$ cat src/ssq_consts.svh
// Register offsets, frame numbers, codes and counts of the slip status and signaling queue
`ifndef SSQ_CONSTS_SVH
`define SSQ_CONSTS_SVH
`define SSQ_ADDR_SYNC_FRAME   8'hd8
`define SSQ_ADDR_SLIP_STATUS  8'hd9
`define SSQ_ADDR_SIG_QUEUE    8'hda
`define SSQ_RDATA_UNMAPPED    8'h00
`define SSQ_OFFSET_RESET      5'h00
`define SSQ_OFFSET_E1_MASK    5'h0f
`define SSQ_FRAME_STEP        5'h01
`define SSQ_T1_FIRST_FRAME    5'h01
`define SSQ_T1_LAST_FRAME     5'h18
`define SSQ_E1_FIRST_FRAME    5'h00
`define SSQ_E1_LAST_FRAME     5'h0f
`define SSQ_T1_SIG_FRAME_A    5'h06
`define SSQ_T1_SIG_FRAME_B    5'h0c
`define SSQ_T1_SIG_FRAME_C    5'h12
`define SSQ_T1_SIG_FRAME_D    5'h18
`define SSQ_QUEUE_DEPTH       32
`define SSQ_WORD_EMPTY        8'h00
`define SSQ_WORD_ID_FIRST     1'b0
`define SSQ_WORD_ID_SECOND    1'b1
`define SSQ_WORD_MORE_FIRST   1'b1
`endif

$ cat src/ssq_pkg.sv
// Types shared by the slip status and signaling queue modules
package ssq_pkg;
  typedef enum logic [1:0] {
    SSQ_MODE_NORMAL,
    SSQ_MODE_SHORT,
    SSQ_MODE_ELASTIC,
    SSQ_MODE_BYPASS
  } ssq_bus_mode_e;

  typedef enum logic {
    SSQ_PHASE_FIRST,
    SSQ_PHASE_SECOND
  } ssq_phase_e;

  typedef struct packed {
    logic [4:0] offset;
    logic [4:0] frame;
    logic       mf_out;
    logic       sig_frame;
    logic       rx_pf;
    logic       rx_pu;
    logic       rx_pdir;
    logic       rx_dir;
    logic       rx_err;
    logic       tx_pf;
    logic       tx_pu;
    logic       tx_pdir;
    logic       tx_dir;
    logic       tx_err;
    logic       mf_changed;
    logic       sig_irq;
    logic [7:0] rdata;
  } ssq_main_state_s;
endpackage

$ cat src/ssq_sticky.sv
// Group of sticky flags: set wins over clear
`timescale 1ns/1ps
`default_nettype none
module ssq_sticky #(
  parameter int W = 2
) (
  // Clock and reset
  input  wire logic         clk,
  input  wire logic         reset,
  // Set and clear
  input  wire logic [W-1:0] set,
  input  wire logic         clr,
  // Flags
  output logic      [W-1:0] q
);
  typedef struct packed {
    logic [W-1:0] flags;
  } ssq_sticky_state_s;

  ssq_sticky_state_s st_ff;
  ssq_sticky_state_s nxt_st;

  always_comb begin
    nxt_st = st_ff;
    // A read that meets a new event must not lose it
    nxt_st.flags = (clr ? '0 : st_ff.flags) | set;
  end

  always_ff @(posedge clk or posedge reset) begin
    if (reset) begin
      st_ff <= '0;
    end else begin
      st_ff <= nxt_st;
    end
  end

  assign q = st_ff.flags;
endmodule
`default_nettype wire

$ cat src/ssq_queue.sv
// Signaling change queue read as channel word then signaling word
`timescale 1ns/1ps
`default_nettype none
`include "ssq_consts.svh"
module ssq_queue import ssq_pkg::*; #(
  parameter int DEPTH = `SSQ_QUEUE_DEPTH
) (
  // Clock and reset
  input  wire logic       clk,
  input  wire logic       reset,
  input  wire logic       flush,
  // Fill side
  input  wire logic       push,
  input  wire logic [4:0] push_chan,
  input  wire logic [3:0] push_abcd,
  // Processor side
  input  wire logic       rd,
  output logic      [7:0] word
);
  localparam int PW = (DEPTH > 1) ? $clog2(DEPTH) : 1;
  localparam int CW = $clog2(DEPTH + 1);
  localparam logic [PW-1:0] LAST_PTR = PW'(DEPTH - 1);
  localparam logic [CW-1:0] FULL_CNT = CW'(DEPTH);
  localparam logic [CW-1:0] ONE_CNT  = CW'(1);

  typedef struct packed {
    logic [DEPTH-1:0][8:0] mem;
    logic [PW-1:0]         wr_ptr;
    logic [PW-1:0]         rd_ptr;
    logic [CW-1:0]         count;
    ssq_phase_e            phase;
  } ssq_queue_state_s;

  ssq_queue_state_s st_ff;
  ssq_queue_state_s nxt_st;
  logic             empty;
  logic             do_push;
  logic             do_pop;
  logic [8:0]       head;

  assign empty = (st_ff.count == '0);
  assign head  = st_ff.mem[st_ff.rd_ptr];

  always_comb begin
    nxt_st  = st_ff;
    do_pop  = 1'b0;
    // Depth covers every channel once per multiframe, so a full drop means overrun
    do_push = push && (st_ff.count != FULL_CNT);
    if (empty) begin
      word = `SSQ_WORD_EMPTY;
    end else if (st_ff.phase == SSQ_PHASE_FIRST) begin
      word = {`SSQ_WORD_ID_FIRST, `SSQ_WORD_MORE_FIRST, 1'b0, head[8:4]};
    end else begin
      word = {`SSQ_WORD_ID_SECOND, (st_ff.count > ONE_CNT), 2'b00, head[3:0]};
    end
    if (rd && !empty) begin
      if (st_ff.phase == SSQ_PHASE_FIRST) begin
        nxt_st.phase = SSQ_PHASE_SECOND;
      end else begin
        nxt_st.phase  = SSQ_PHASE_FIRST;
        do_pop        = 1'b1;
        nxt_st.rd_ptr = (st_ff.rd_ptr == LAST_PTR) ? '0 : st_ff.rd_ptr + PW'(1);
      end
    end
    if (do_push) begin
      nxt_st.mem[st_ff.wr_ptr] = {push_chan, push_abcd};
      nxt_st.wr_ptr = (st_ff.wr_ptr == LAST_PTR) ? '0 : st_ff.wr_ptr + PW'(1);
    end
    nxt_st.count = st_ff.count + CW'(do_push) - CW'(do_pop);
    if (flush) begin
      nxt_st.wr_ptr = '0;
      nxt_st.rd_ptr = '0;
      nxt_st.count  = '0;
      nxt_st.phase  = SSQ_PHASE_FIRST;
    end
  end

  always_ff @(posedge clk or posedge reset) begin
    if (reset) begin
      st_ff <= '0;
    end else begin
      st_ff <= nxt_st;
    end
  end
endmodule
`default_nettype wire

$ cat src/ssq_top.sv
// Sync frame offset, slip event status and signaling change queue registers
`timescale 1ns/1ps
`default_nettype none
`include "ssq_consts.svh"
module ssq_top import ssq_pkg::*; #(
  parameter int QUEUE_DEPTH = `SSQ_QUEUE_DEPTH
) (
  // Clock and reset
  input  wire logic          clk,
  input  wire logic          reset,
  // Processor register port
  input  wire logic    [7:0] cpu_addr,
  input  wire logic          cpu_wr,
  input  wire logic          cpu_rd,
  input  wire logic    [7:0] cpu_wdata,
  output logic         [7:0] cpu_rdata,
  input  wire logic          soft_reset,
  // Receive system bus framing
  input  wire logic          carrier_mode_select,
  input  wire logic          rx_bus_frame_start,
  input  wire logic          rx_multiframe_sync_in,
  input  wire logic          rx_multiframe_sync_is_out,
  output logic               rx_multiframe_sync_out,
  output logic         [4:0] rx_frame_number,
  input  wire logic          rx_channel_insert_en,
  output logic               rx_pcm_sig_insert,
  // Receive slip events
  input  var  ssq_bus_mode_e rx_bus_config,
  input  wire logic          rx_frame_boundary,
  input  wire logic          rx_frame_slip_evt,
  input  wire logic          rx_frame_slip_repeat,
  input  wire logic          rx_bus_resync_evt,
  input  wire logic          rx_slot_reassign_evt,
  output logic               rx_slip_error,
  // Transmit slip events
  input  var  ssq_bus_mode_e tx_bus_config,
  input  wire logic          tx_frame_boundary,
  input  wire logic          tx_frame_slip_evt,
  input  wire logic          tx_frame_slip_repeat,
  input  wire logic          tx_bit_slip_evt,
  output logic               tx_slip_error,
  // Signaling evaluation
  input  wire logic          sig_eval_valid,
  input  wire logic    [4:0] channel_index,
  input  wire logic          per_channel_queue_enable,
  input  wire logic    [3:0] sig_in_abcd,
  input  wire logic    [3:0] sig_out_abcd,
  input  wire logic          rx_multiframe_end,
  output logic               signaling_change_interrupt
);
  ssq_main_state_s st_ff;
  ssq_main_state_s nxt_st;
  logic [4:0]      target;
  logic [4:0]      first_frame;
  logic [4:0]      last_frame;
  logic            slip_read;
  logic            queue_read;
  logic            queue_push;
  logic [7:0]      queue_word;
  logic            rx_f_ok;
  logic            rx_u_ok;
  logic            tx_f_ok;
  logic            tx_u_ok;
  logic            rx_post_f;
  logic            rx_post_u;
  logic            tx_post_f;
  logic            tx_post_u;
  logic [1:0]      rx_flags;
  logic [1:0]      tx_flags;

  assign slip_read  = cpu_rd && (cpu_addr == `SSQ_ADDR_SLIP_STATUS);
  assign queue_read = cpu_rd && (cpu_addr == `SSQ_ADDR_SIG_QUEUE);
  // Debounced output is compared with buffered input after the D bit
  assign queue_push = sig_eval_valid && per_channel_queue_enable &&
                      (sig_in_abcd != sig_out_abcd);

  // Mode gating: the slip buffer classifies slips, this block filters by mode
  assign rx_f_ok = (rx_bus_config == SSQ_MODE_NORMAL) ||
                   (rx_bus_config == SSQ_MODE_SHORT);
  assign rx_u_ok = (rx_bus_config != SSQ_MODE_BYPASS);
  assign tx_f_ok = (tx_bus_config == SSQ_MODE_NORMAL) ||
                   (tx_bus_config == SSQ_MODE_SHORT);
  assign tx_u_ok = (tx_bus_config != SSQ_MODE_BYPASS);

  always_comb begin
    nxt_st = st_ff;
    // Sync frame selection
    if (carrier_mode_select) begin
      target      = st_ff.offset + `SSQ_FRAME_STEP;
      first_frame = `SSQ_T1_FIRST_FRAME;
      last_frame  = `SSQ_T1_LAST_FRAME;
    end else begin
      target      = st_ff.offset & `SSQ_OFFSET_E1_MASK;
      first_frame = `SSQ_E1_FIRST_FRAME;
      last_frame  = `SSQ_E1_LAST_FRAME;
    end
    if (cpu_wr && (cpu_addr == `SSQ_ADDR_SYNC_FRAME)) begin
      nxt_st.offset = cpu_wdata[4:0];
    end
    // Counter follows bus frames only; a controlled slip never moves it
    if (rx_bus_frame_start) begin
      if (!rx_multiframe_sync_is_out && rx_multiframe_sync_in) begin
        nxt_st.frame = target;
      end else if (st_ff.frame >= last_frame) begin
        nxt_st.frame = first_frame;
      end else begin
        nxt_st.frame = st_ff.frame + `SSQ_FRAME_STEP;
      end
    end
    nxt_st.mf_out = rx_multiframe_sync_is_out && (nxt_st.frame == target);
    if (carrier_mode_select) begin
      nxt_st.sig_frame = (nxt_st.frame == `SSQ_T1_SIG_FRAME_A) ||
                         (nxt_st.frame == `SSQ_T1_SIG_FRAME_B) ||
                         (nxt_st.frame == `SSQ_T1_SIG_FRAME_C) ||
                         (nxt_st.frame == `SSQ_T1_SIG_FRAME_D);
    end else begin
      // Frame 0 carries multiframe alignment, not signaling
      nxt_st.sig_frame = (nxt_st.frame != `SSQ_E1_FIRST_FRAME);
    end

    // Receive slips gather between boundaries
    nxt_st.rx_pf = st_ff.rx_pf | (rx_frame_slip_evt & rx_f_ok);
    nxt_st.rx_pu = st_ff.rx_pu | ((rx_bus_resync_evt | rx_slot_reassign_evt) & rx_u_ok);
    if (rx_frame_slip_evt && rx_f_ok) begin
      nxt_st.rx_pdir = rx_frame_slip_repeat;
    end else if (rx_slot_reassign_evt && rx_u_ok) begin
      nxt_st.rx_pdir = 1'b1;
    end else if (rx_bus_resync_evt && rx_u_ok) begin
      nxt_st.rx_pdir = 1'b0;
    end
    // Mode also gates the post, so a late mode change cannot set a barred flag
    rx_post_f     = rx_frame_boundary && nxt_st.rx_pf && rx_f_ok;
    rx_post_u     = rx_frame_boundary && nxt_st.rx_pu && rx_u_ok;
    nxt_st.rx_err = rx_post_f || rx_post_u;
    if (rx_frame_boundary) begin
      if (rx_post_f || rx_post_u) begin
        nxt_st.rx_dir = nxt_st.rx_pdir;
      end
      nxt_st.rx_pf = 1'b0;
      nxt_st.rx_pu = 1'b0;
    end

    // Transmit slips: a controlled slip shifts frames, timebase untouched
    nxt_st.tx_pf = st_ff.tx_pf | (tx_frame_slip_evt & tx_f_ok);
    nxt_st.tx_pu = st_ff.tx_pu | (tx_bit_slip_evt & tx_u_ok);
    if (tx_frame_slip_evt && tx_f_ok) begin
      nxt_st.tx_pdir = tx_frame_slip_repeat;
    end
    tx_post_f     = tx_frame_boundary && nxt_st.tx_pf && tx_f_ok;
    tx_post_u     = tx_frame_boundary && nxt_st.tx_pu && tx_u_ok;
    nxt_st.tx_err = tx_post_f || tx_post_u;
    if (tx_frame_boundary) begin
      if (tx_post_f) begin
        nxt_st.tx_dir = nxt_st.tx_pdir;
      end
      nxt_st.tx_pf = 1'b0;
      nxt_st.tx_pu = 1'b0;
    end

    // Change seen this multiframe; a push on the closing cycle still counts
    nxt_st.sig_irq = rx_multiframe_end && (st_ff.mf_changed || queue_push);
    if (rx_multiframe_end) begin
      nxt_st.mf_changed = 1'b0;
    end else if (queue_push) begin
      nxt_st.mf_changed = 1'b1;
    end

    // Read data holds the value before any read side effect
    if (!cpu_rd) begin
      nxt_st.rdata = st_ff.rdata;
    end else if (cpu_addr == `SSQ_ADDR_SYNC_FRAME) begin
      nxt_st.rdata = {3'h0, st_ff.offset};
    end else if (cpu_addr == `SSQ_ADDR_SLIP_STATUS) begin
      nxt_st.rdata = {st_ff.tx_dir, tx_flags, 1'b0, st_ff.rx_dir, rx_flags, 1'b0};
    end else if (cpu_addr == `SSQ_ADDR_SIG_QUEUE) begin
      nxt_st.rdata = queue_word;
    end else begin
      nxt_st.rdata = `SSQ_RDATA_UNMAPPED;
    end
  end

  always_ff @(posedge clk or posedge reset) begin
    if (reset) begin
      st_ff <= '0;
    end else begin
      st_ff <= nxt_st;
    end
  end

  ssq_sticky #(
    .W (2)
  ) u_rx_flags (
    .clk   (clk),
    .reset (reset),
    .set   ({rx_post_f, rx_post_u}),
    .clr   (slip_read),
    .q     (rx_flags)
  );

  ssq_sticky #(
    .W (2)
  ) u_tx_flags (
    .clk   (clk),
    .reset (reset),
    .set   ({tx_post_f, tx_post_u}),
    .clr   (slip_read),
    .q     (tx_flags)
  );

  ssq_queue #(
    .DEPTH (QUEUE_DEPTH)
  ) u_queue (
    .clk       (clk),
    .reset     (reset),
    .flush     (soft_reset),
    .push      (queue_push),
    .push_chan (channel_index),
    .push_abcd (sig_in_abcd),
    .rd        (queue_read),
    .word      (queue_word)
  );

  assign cpu_rdata                  = st_ff.rdata;
  assign rx_multiframe_sync_out     = st_ff.mf_out;
  assign rx_frame_number            = st_ff.frame;
  // Insertion is per channel, so it stays combinational on the enable
  assign rx_pcm_sig_insert          = rx_channel_insert_en && st_ff.sig_frame;
  assign rx_slip_error              = st_ff.rx_err;
  assign tx_slip_error              = st_ff.tx_err;
  assign signaling_change_interrupt = st_ff.sig_irq;
endmodule
`default_nettype wire

$ cat config.mk
export PLATFORM = sky130hd
export DESIGN_NAME = ssq_top
export DESIGN_NICKNAME = d
export VERILOG_FILES = /design/src/ssq_pkg.sv /design/src/ssq_sticky.sv /design/src/ssq_queue.sv /design/src/ssq_top.sv
export VERILOG_INCLUDE_DIRS = /design/src
export SDC_FILE = /design/constraint.sdc
export NUM_CORES = 1
export LEC_CHECK = 0
export BUFFER_PORTS_ARGS = -buffer_cell sky130_fd_sc_hd__buf_2
export CORE_MARGIN = 2
export CORE_UTILIZATION = 52
export CTS_BUF_LIST = sky130_fd_sc_hd__clkbuf_8
export DETAILED_ROUTE_END_ITERATION = 16
export PLACE_DENSITY = 0.74
export SLEW_MARGIN = 20
export SYNTH_ARGS = -nofsm -noshare
export SYNTH_HDL_FRONTEND = slang
export SYNTH_SLANG_ARGS = --single-unit
export TNS_END_PERCENT = 1
$ cat constraint.sdc
create_clock -name clk -period 10 [get_ports clk]
set_input_delay 1 -clock clk [delete_from_list [all_inputs] [get_ports clk]]
set_output_delay 1 -clock clk [all_outputs]
set_load 0.02 [all_outputs]
Word level (Yosys, flattened, before mapping)

Cells that the tools add are included.
Widths: inputs -> output; s select.

Memories kept: 0
Input bits: 55
Bits in writable memories: 0
Bits in latches: 0
Bits in read-only memories: 0
Word-level logic and storage cells: 175
Output and inout port bits: 18
Bits in registers: 341

Shift operators: 0
Multiply operators: 0
Order comparisons: 5
Reduce and logical (&&, ||, !) cells: 45
Divide/modulo/power cells: 0
Eq/ne operators: 16
Bitwise logic cells: 11
$add $sub $neg: 6
Multiplexer cells: 37

Operator list:

| kind                | count |
|---|---|
| $bwmux 288          | 1 |
| $mux 5              | 10 |
| $bmux 9 s5          | 1 |
| $demux 9 s5         | 1 |
| $mux 8              | 5 |
| $eq 8x8->1 const B  | 3 |
| $logic_and 1x1->1   | 24 |
| $add 5x1->5 const B | 4 |
| $eq 5x5->1 const B  | 4 |
| $mux 9              | 2 |
| $mux 17             | 1 |
| $lt 5x6->1 const B  | 2 |
| $mux 1              | 12 |
| $logic_or 1x1->1    | 8 |
| $mux 2              | 4 |
| $reduce_bool 2->1   | 4 |
| $add 6x1->6         | 1 |
| $gt 6x1->1 const B  | 1 |
| $logic_not 6->1     | 1 |
| $ne 6x6->1 const B  | 1 |
| $reduce_and 2->1    | 3 |
| $sub 6x1->6         | 1 |
| $eq 5x3->1 const B  | 1 |
| $eq 5x4->1 const B  | 1 |
| 12 further kinds    | 24 |

Logic depth before layout (Yosys ltp)

Word-level depth: 10
Depth in mapped cells: 18
Depth with buffers taken out: 18

Cells and area by module

Synthesis repeated with hierarchy kept, for this count alone.

Cells, all modules: 1199
Area total of the unflattened synthesis: 16583.4 µm²

By module, submodules not included:

| module     | times used | cells an instance | area each (µm²) |
|---|---|---|---|
| ssq_queue  | 1          | 963               | 14308.7 |
| ssq_top    | 1          | 224               | 2129.5 |
| ssq_sticky | 2          | 6                 | 72.6 |

Worst setup path before layout

No wires, ideal clock.

Kind: in2reg
From: in cpu_addr[2]
To: reg u_queue.st_ff[5] (netlist bit)
Buffers on the path: 0
Cell stages on the path: 16
Slack: 6.615 ns
Arrival: 3.253 ns
Path through: nor4bb_1 -> nand3_1 -> nor3_2 -> nand2_1 -> inv_1 -> ha_1 -> inv_1 -> ha_1 -> inv_1 -> fa_1 -> inv_1 -> a21oi_1 -> nor2_1 -> nor2_1 -> xor2_1 -> nor2_1

RTL lines:

| element              | RTL line        | RTL |
|---|---|---|
| from (decl)          | ssq_top.sv:12   | `input wire logic [7:0] cpu_addr,` |
| to (signal assigned) | ssq_queue.sv:82 | `st_ff <= nxt_st;` |
| to (decl)            | ssq_queue.sv:34 | `ssq_queue_state_s st_ff;` |

Worst setup path in the final report

From: in sig_in_abcd[2]
To: reg u_queue.st_ff[192] (netlist bit)

Word-level cells in the longest chain between the ends: 3

RTL lines:

| element           | RTL line        | RTL |
|---|---|---|
| from (decl)       | ssq_top.sv:46   | `input wire logic [3:0] sig_in_abcd,` |
| $ne 4x4->1        | ssq_top.sv:75   | `(sig_in_abcd != sig_out_abcd);` |
| $logic_and 1x1->1 | ssq_top.sv:74   | `assign queue_push = sig_eval_valid && per_channel_queue_enable &&` |
| $logic_and 1x1->1 | ssq_queue.sv:48 | `do_push = push && (st_ff.count != FULL_CNT);` |

Every way passes these cells.
A chain may end at the register's enable or synchronous reset.

==> flow_summary_export.csv <==
group,metric,value,unit
global_routing,grt_pass1_wl,57400,µm
sta,tightestPinTransition,971,ps
route,routed.top_layer,"met4",
floorplanning,design.die.area,33200,µm²
floorplanning,die_y,182,µm
worst_setup_path,critPathArrivalTime,4050,ps
yosys,ys_warn_count,0,
worst_setup_path,slowest_delay,570,ps
worst_setup_path,critPathMaxFanout,33,
worst_setup_path,critical_path_class,"in -> reg",
floorplanning,core-area,31400,µm²
worst_setup_path,required,10470,ps
global_routing,antenna_found_initial,0,
sta,setup_viol,0,
yosys,syn_nets,1271,
power_and_ir_drop,vdd.ir_drop.worst,0.0989,mV
clocking,cts_setup_buffers,0,
sta,slew-limit-headroom,35.3,%
final_layout,syn2layout_area_growth,10.1,%
yosys,postSynthCellCount,1193,
global_routing,grt_max_degree,190,
route,post_drt_via_cell_ratio,5.94,
floorplanning,rows,65,
global_routing,globalRoute.totalOverflow,0,
yosys,synth_seq_cells,341,
clocking,cts_tree,"done",
yosys,ys_seq_area_share,51.6,%
yosys,netlist_area,16500,µm²
worst_setup_path,startpoint_type,"input port",
place,place.gp.congestion,0.851,
global_routing,grt_pass1_vias,10292,
sta,finalHoldViolCount,0,
floorplanning,die_w,182,µm
worst_setup_path,crit_slowest_cell,"buf_2",
sta,min_period,3580,ps
clocking,cts_hold_buf,0,
floorplanning,io_pins,73,
power_and_ir_drop,leakage,8.94,nW
sta,tns,0,ps
job,cap_violations,0,
outcome,status,"complete, no violations",
final_layout,drive_gt1_share,23.6,%
place,dp_slack,5900,ps
clocking,clockBufferDepth,3,
route,drt_pass1_iterations,6,
place,placedCellCount,1584,
clocking,h-tree-depth,2,
sta,rsz0062_at_grt,"no",
route,wl_met1,16000,µm
global_routing,grt_usage,22.2,%
route,first_iter_violations,736,
place,hpwl,22600,µm
worst_setup_path,cp_cell_sequence,"buf_2, xnor2_1, a41oi_1, and2b_1, and2_1, nand2_1, mux2_1",
floorplanning,initial_core_util,52.7,%
yosys,synth.avg_cell_area,13.9,µm²
route,ant_nets,0,
final_layout,diodes,0,
route,met3_length,1470,µm
clocking,cts-root-buf,"clkbuf_8",
final_layout,fin_cells,1685,
yosys,synth_flop_cell,"dfrtp_1",
yosys,netlist-cell-type-count,69,
worst_hold_path,hold_path.class,"reg -> reg",
route,vias,10001,
power_and_ir_drop,power_density,173,nW/µm²
worst_setup_path,end_kind,"register",
sta,fin_ws,6420,ps
clocking,cts-buffers-inserted,54,
route,wl_met2,17700,µm
clocking,clk_latency,590,ps
clocking,clkTransAtPathRegs,60,ps
route,drcViolationCount,0,
sta,fmax,0.279,GHz
clocking,cts_resized,0,
route,wl_per_cell,21.3,µm
yosys,synth_edf_count,0,
yosys,synthArstFlopShare,100,%
sta,finalMaxSlewViolations,0,
sta,finalCritPeriodShare,35.8,%
final_layout,nets,1317,
sta,skew,34.6,ps
place,portBuffers,69,
clocking,cts_sinks,341,
route,routed_wl,35900,µm
==> cells by family (layout without fill, tap and decap cells) <==
kind of cell | Yosys count | count (layout) | synth area share, %
AO/OA/AOI/OAI | 100 | 100 | 4.13
XOR/XNOR | 18 | 18 | 0.954
adder cells (fa/ha/maj) | 23 | 23 | 1.79
buffers and inverters | 110 | 200 | 3.25
flip-flops | 341 | 341 | 51.6
multiplexers | 399 | 399 | 31.8
AND/OR/NAND/NOR | 202 | 202 | 6.43
==> per-stage QoR <==
step           util (%)  total power (W)  instance area [µm²]  hold slack [ps]
4_1_cts            57.9          0.00317                18200              480
6_report           58.0          0.00315                18200              479
5_1_grt            58.0          0.00329                18200              488
3_3_place_gp       54.2          0.00192                17000              459
2_1_floorplan         -          0.00184                16500              441
3_5_place_dp       54.2          0.00194                17000              464
==> final timing paths <==
path	from	end	slack, ps	cells after the start
setup / recovery	sig_in_abcd[2]	u_queue.st_ff[192]$_DFFE_PP0P_	6420	7
hold / removal	u_rx_flags.q[0]$_DFF_PP0_	u_rx_flags.q[0]$_DFF_PP0_	480	2
setup reg to reg	u_queue.st_ff[7]$_DFFE_PP0P_	cpu_rdata[3]$_DFFE_PP0P_	6540	7
hold reg to reg	u_rx_flags.q[0]$_DFF_PP0_	u_rx_flags.q[0]$_DFF_PP0_	480	2
max in group asynchronous	reset	u_queue.st_ff[7]$_DFFE_PP0P_	8070	4
min in group asynchronous	reset	u_queue.st_ff[288]$_DFFE_PP0P_	490	3
==> power breakdown <==
part | switching (W) | internal [W] | total (W)
Combinational | 0.000227 | 0.000180 | 0.000407
Clock | 0.000542 | 0.000697 | 0.00124
Sequential | 0.0000511 | 0.00145 | 0.00151
Total | 0.000820 | 0.00233 | 0.00315
==> sequential cells by signal, summed over array words and instances, names as in the netlist <==
register / count
u_tx_flags.q: 2
rx_frame_number: 5
u_queue.st_ff: 305
cpu_rdata: 8
u_rx_flags.q: 2
signaling_change_interrupt: 1
rx_multiframe_sync_out: 1
tx_slip_error: 1
rx_slip_error: 1
st_ff: 15
==> critical path: cells and delay by family <==
| kind | cells | cell delay (ps) |
|---|---|---|
| compound gates | 1 | 430 |
| xor+xnor | 1 | 150 |
| buf+inv | 1 | 570 |
| mux | 1 | 480 |
| simple gates | 3 | 1380 |
==> placed cells by master, fill, tap and decap left out, drive strengths merged, types with 2 or more instances in the layout <==
master     n
mux2i     23
xnor2     13
and2       6
o22ai      4
a21oi     25
o31ai      3
nand3     15
a31oi     10
and4       2
nand2b     8
a22oi      8
ha        22
xor2       5
a22o       3
nor2b     12
a221o      2
nor2      40
clkinv     7
a2111oi    6
or4        2
dfrtp    341
o21ai     19
mux4      71
clkbuf    76
nand4      4
nor3       9
nand3b     4
nor3b      8
or2        3
and3       9
o211ai     5
o311ai     2
o2111ai    2
nand2     71
buf       77
a211oi     2
mux2     305
inv       38
==> per-layer routing <==
metal,GRT usage (%),vias to the layer above
met3,3.67,58
met1,29.8,5240
met4,6.06,0
li1,-,4465
met2,37.8,238
met5,0,-
==> cell type report <==
| type | instances | area (µm²) |
|---|---|---|
| clock buffer | 76 | 1050 |
| clock inverter | 24 | 124 |
| fill | 2480 | 13200 |
| inverter | 23 | 90.1 |
| multi-input combinational | 742 | 7460 |
| sequential | 341 | 8540 |
| tap | 402 | 503 |
| timing repair buffer | 77 | 438 |
==> cell usage after synthesis, drive strengths merged (4+ instances only) <==
| master | n | area [µm²] |
|---|---|---|
| nor2b | 12 | 75.1 |
| clkbuf | 43 | 161 |
| mux2i | 23 | 230 |
| a22oi | 8 | 60.1 |
| buf | 44 | 289 |
| xnor2 | 13 | 114 |
| a21oi | 25 | 125 |
| ha | 22 | 275 |
| o211ai | 5 | 37.5 |
| nand4 | 4 | 25.0 |
| nand2 | 71 | 327 |
| xor2 | 5 | 43.8 |
| o21ai | 19 | 95.1 |
| dfrtp | 341 | 8530 |
| a31oi | 10 | 68.8 |
| inv | 22 | 82.6 |
| nand3 | 15 | 75.1 |
| nand2b | 8 | 50.1 |
| mux4 | 71 | 1600 |
| a2111oi | 6 | 77.6 |
| and2 | 6 | 37.5 |
| nand3b | 4 | 30.0 |
| o22ai | 4 | 25.0 |
| nor2 | 40 | 150 |
| mux2 | 305 | 3430 |
| nor3b | 8 | 60.1 |
| and3 | 9 | 56.3 |
| nor3 | 9 | 50.1 |
Note: power is estimated with default switching activity, not from simulation.
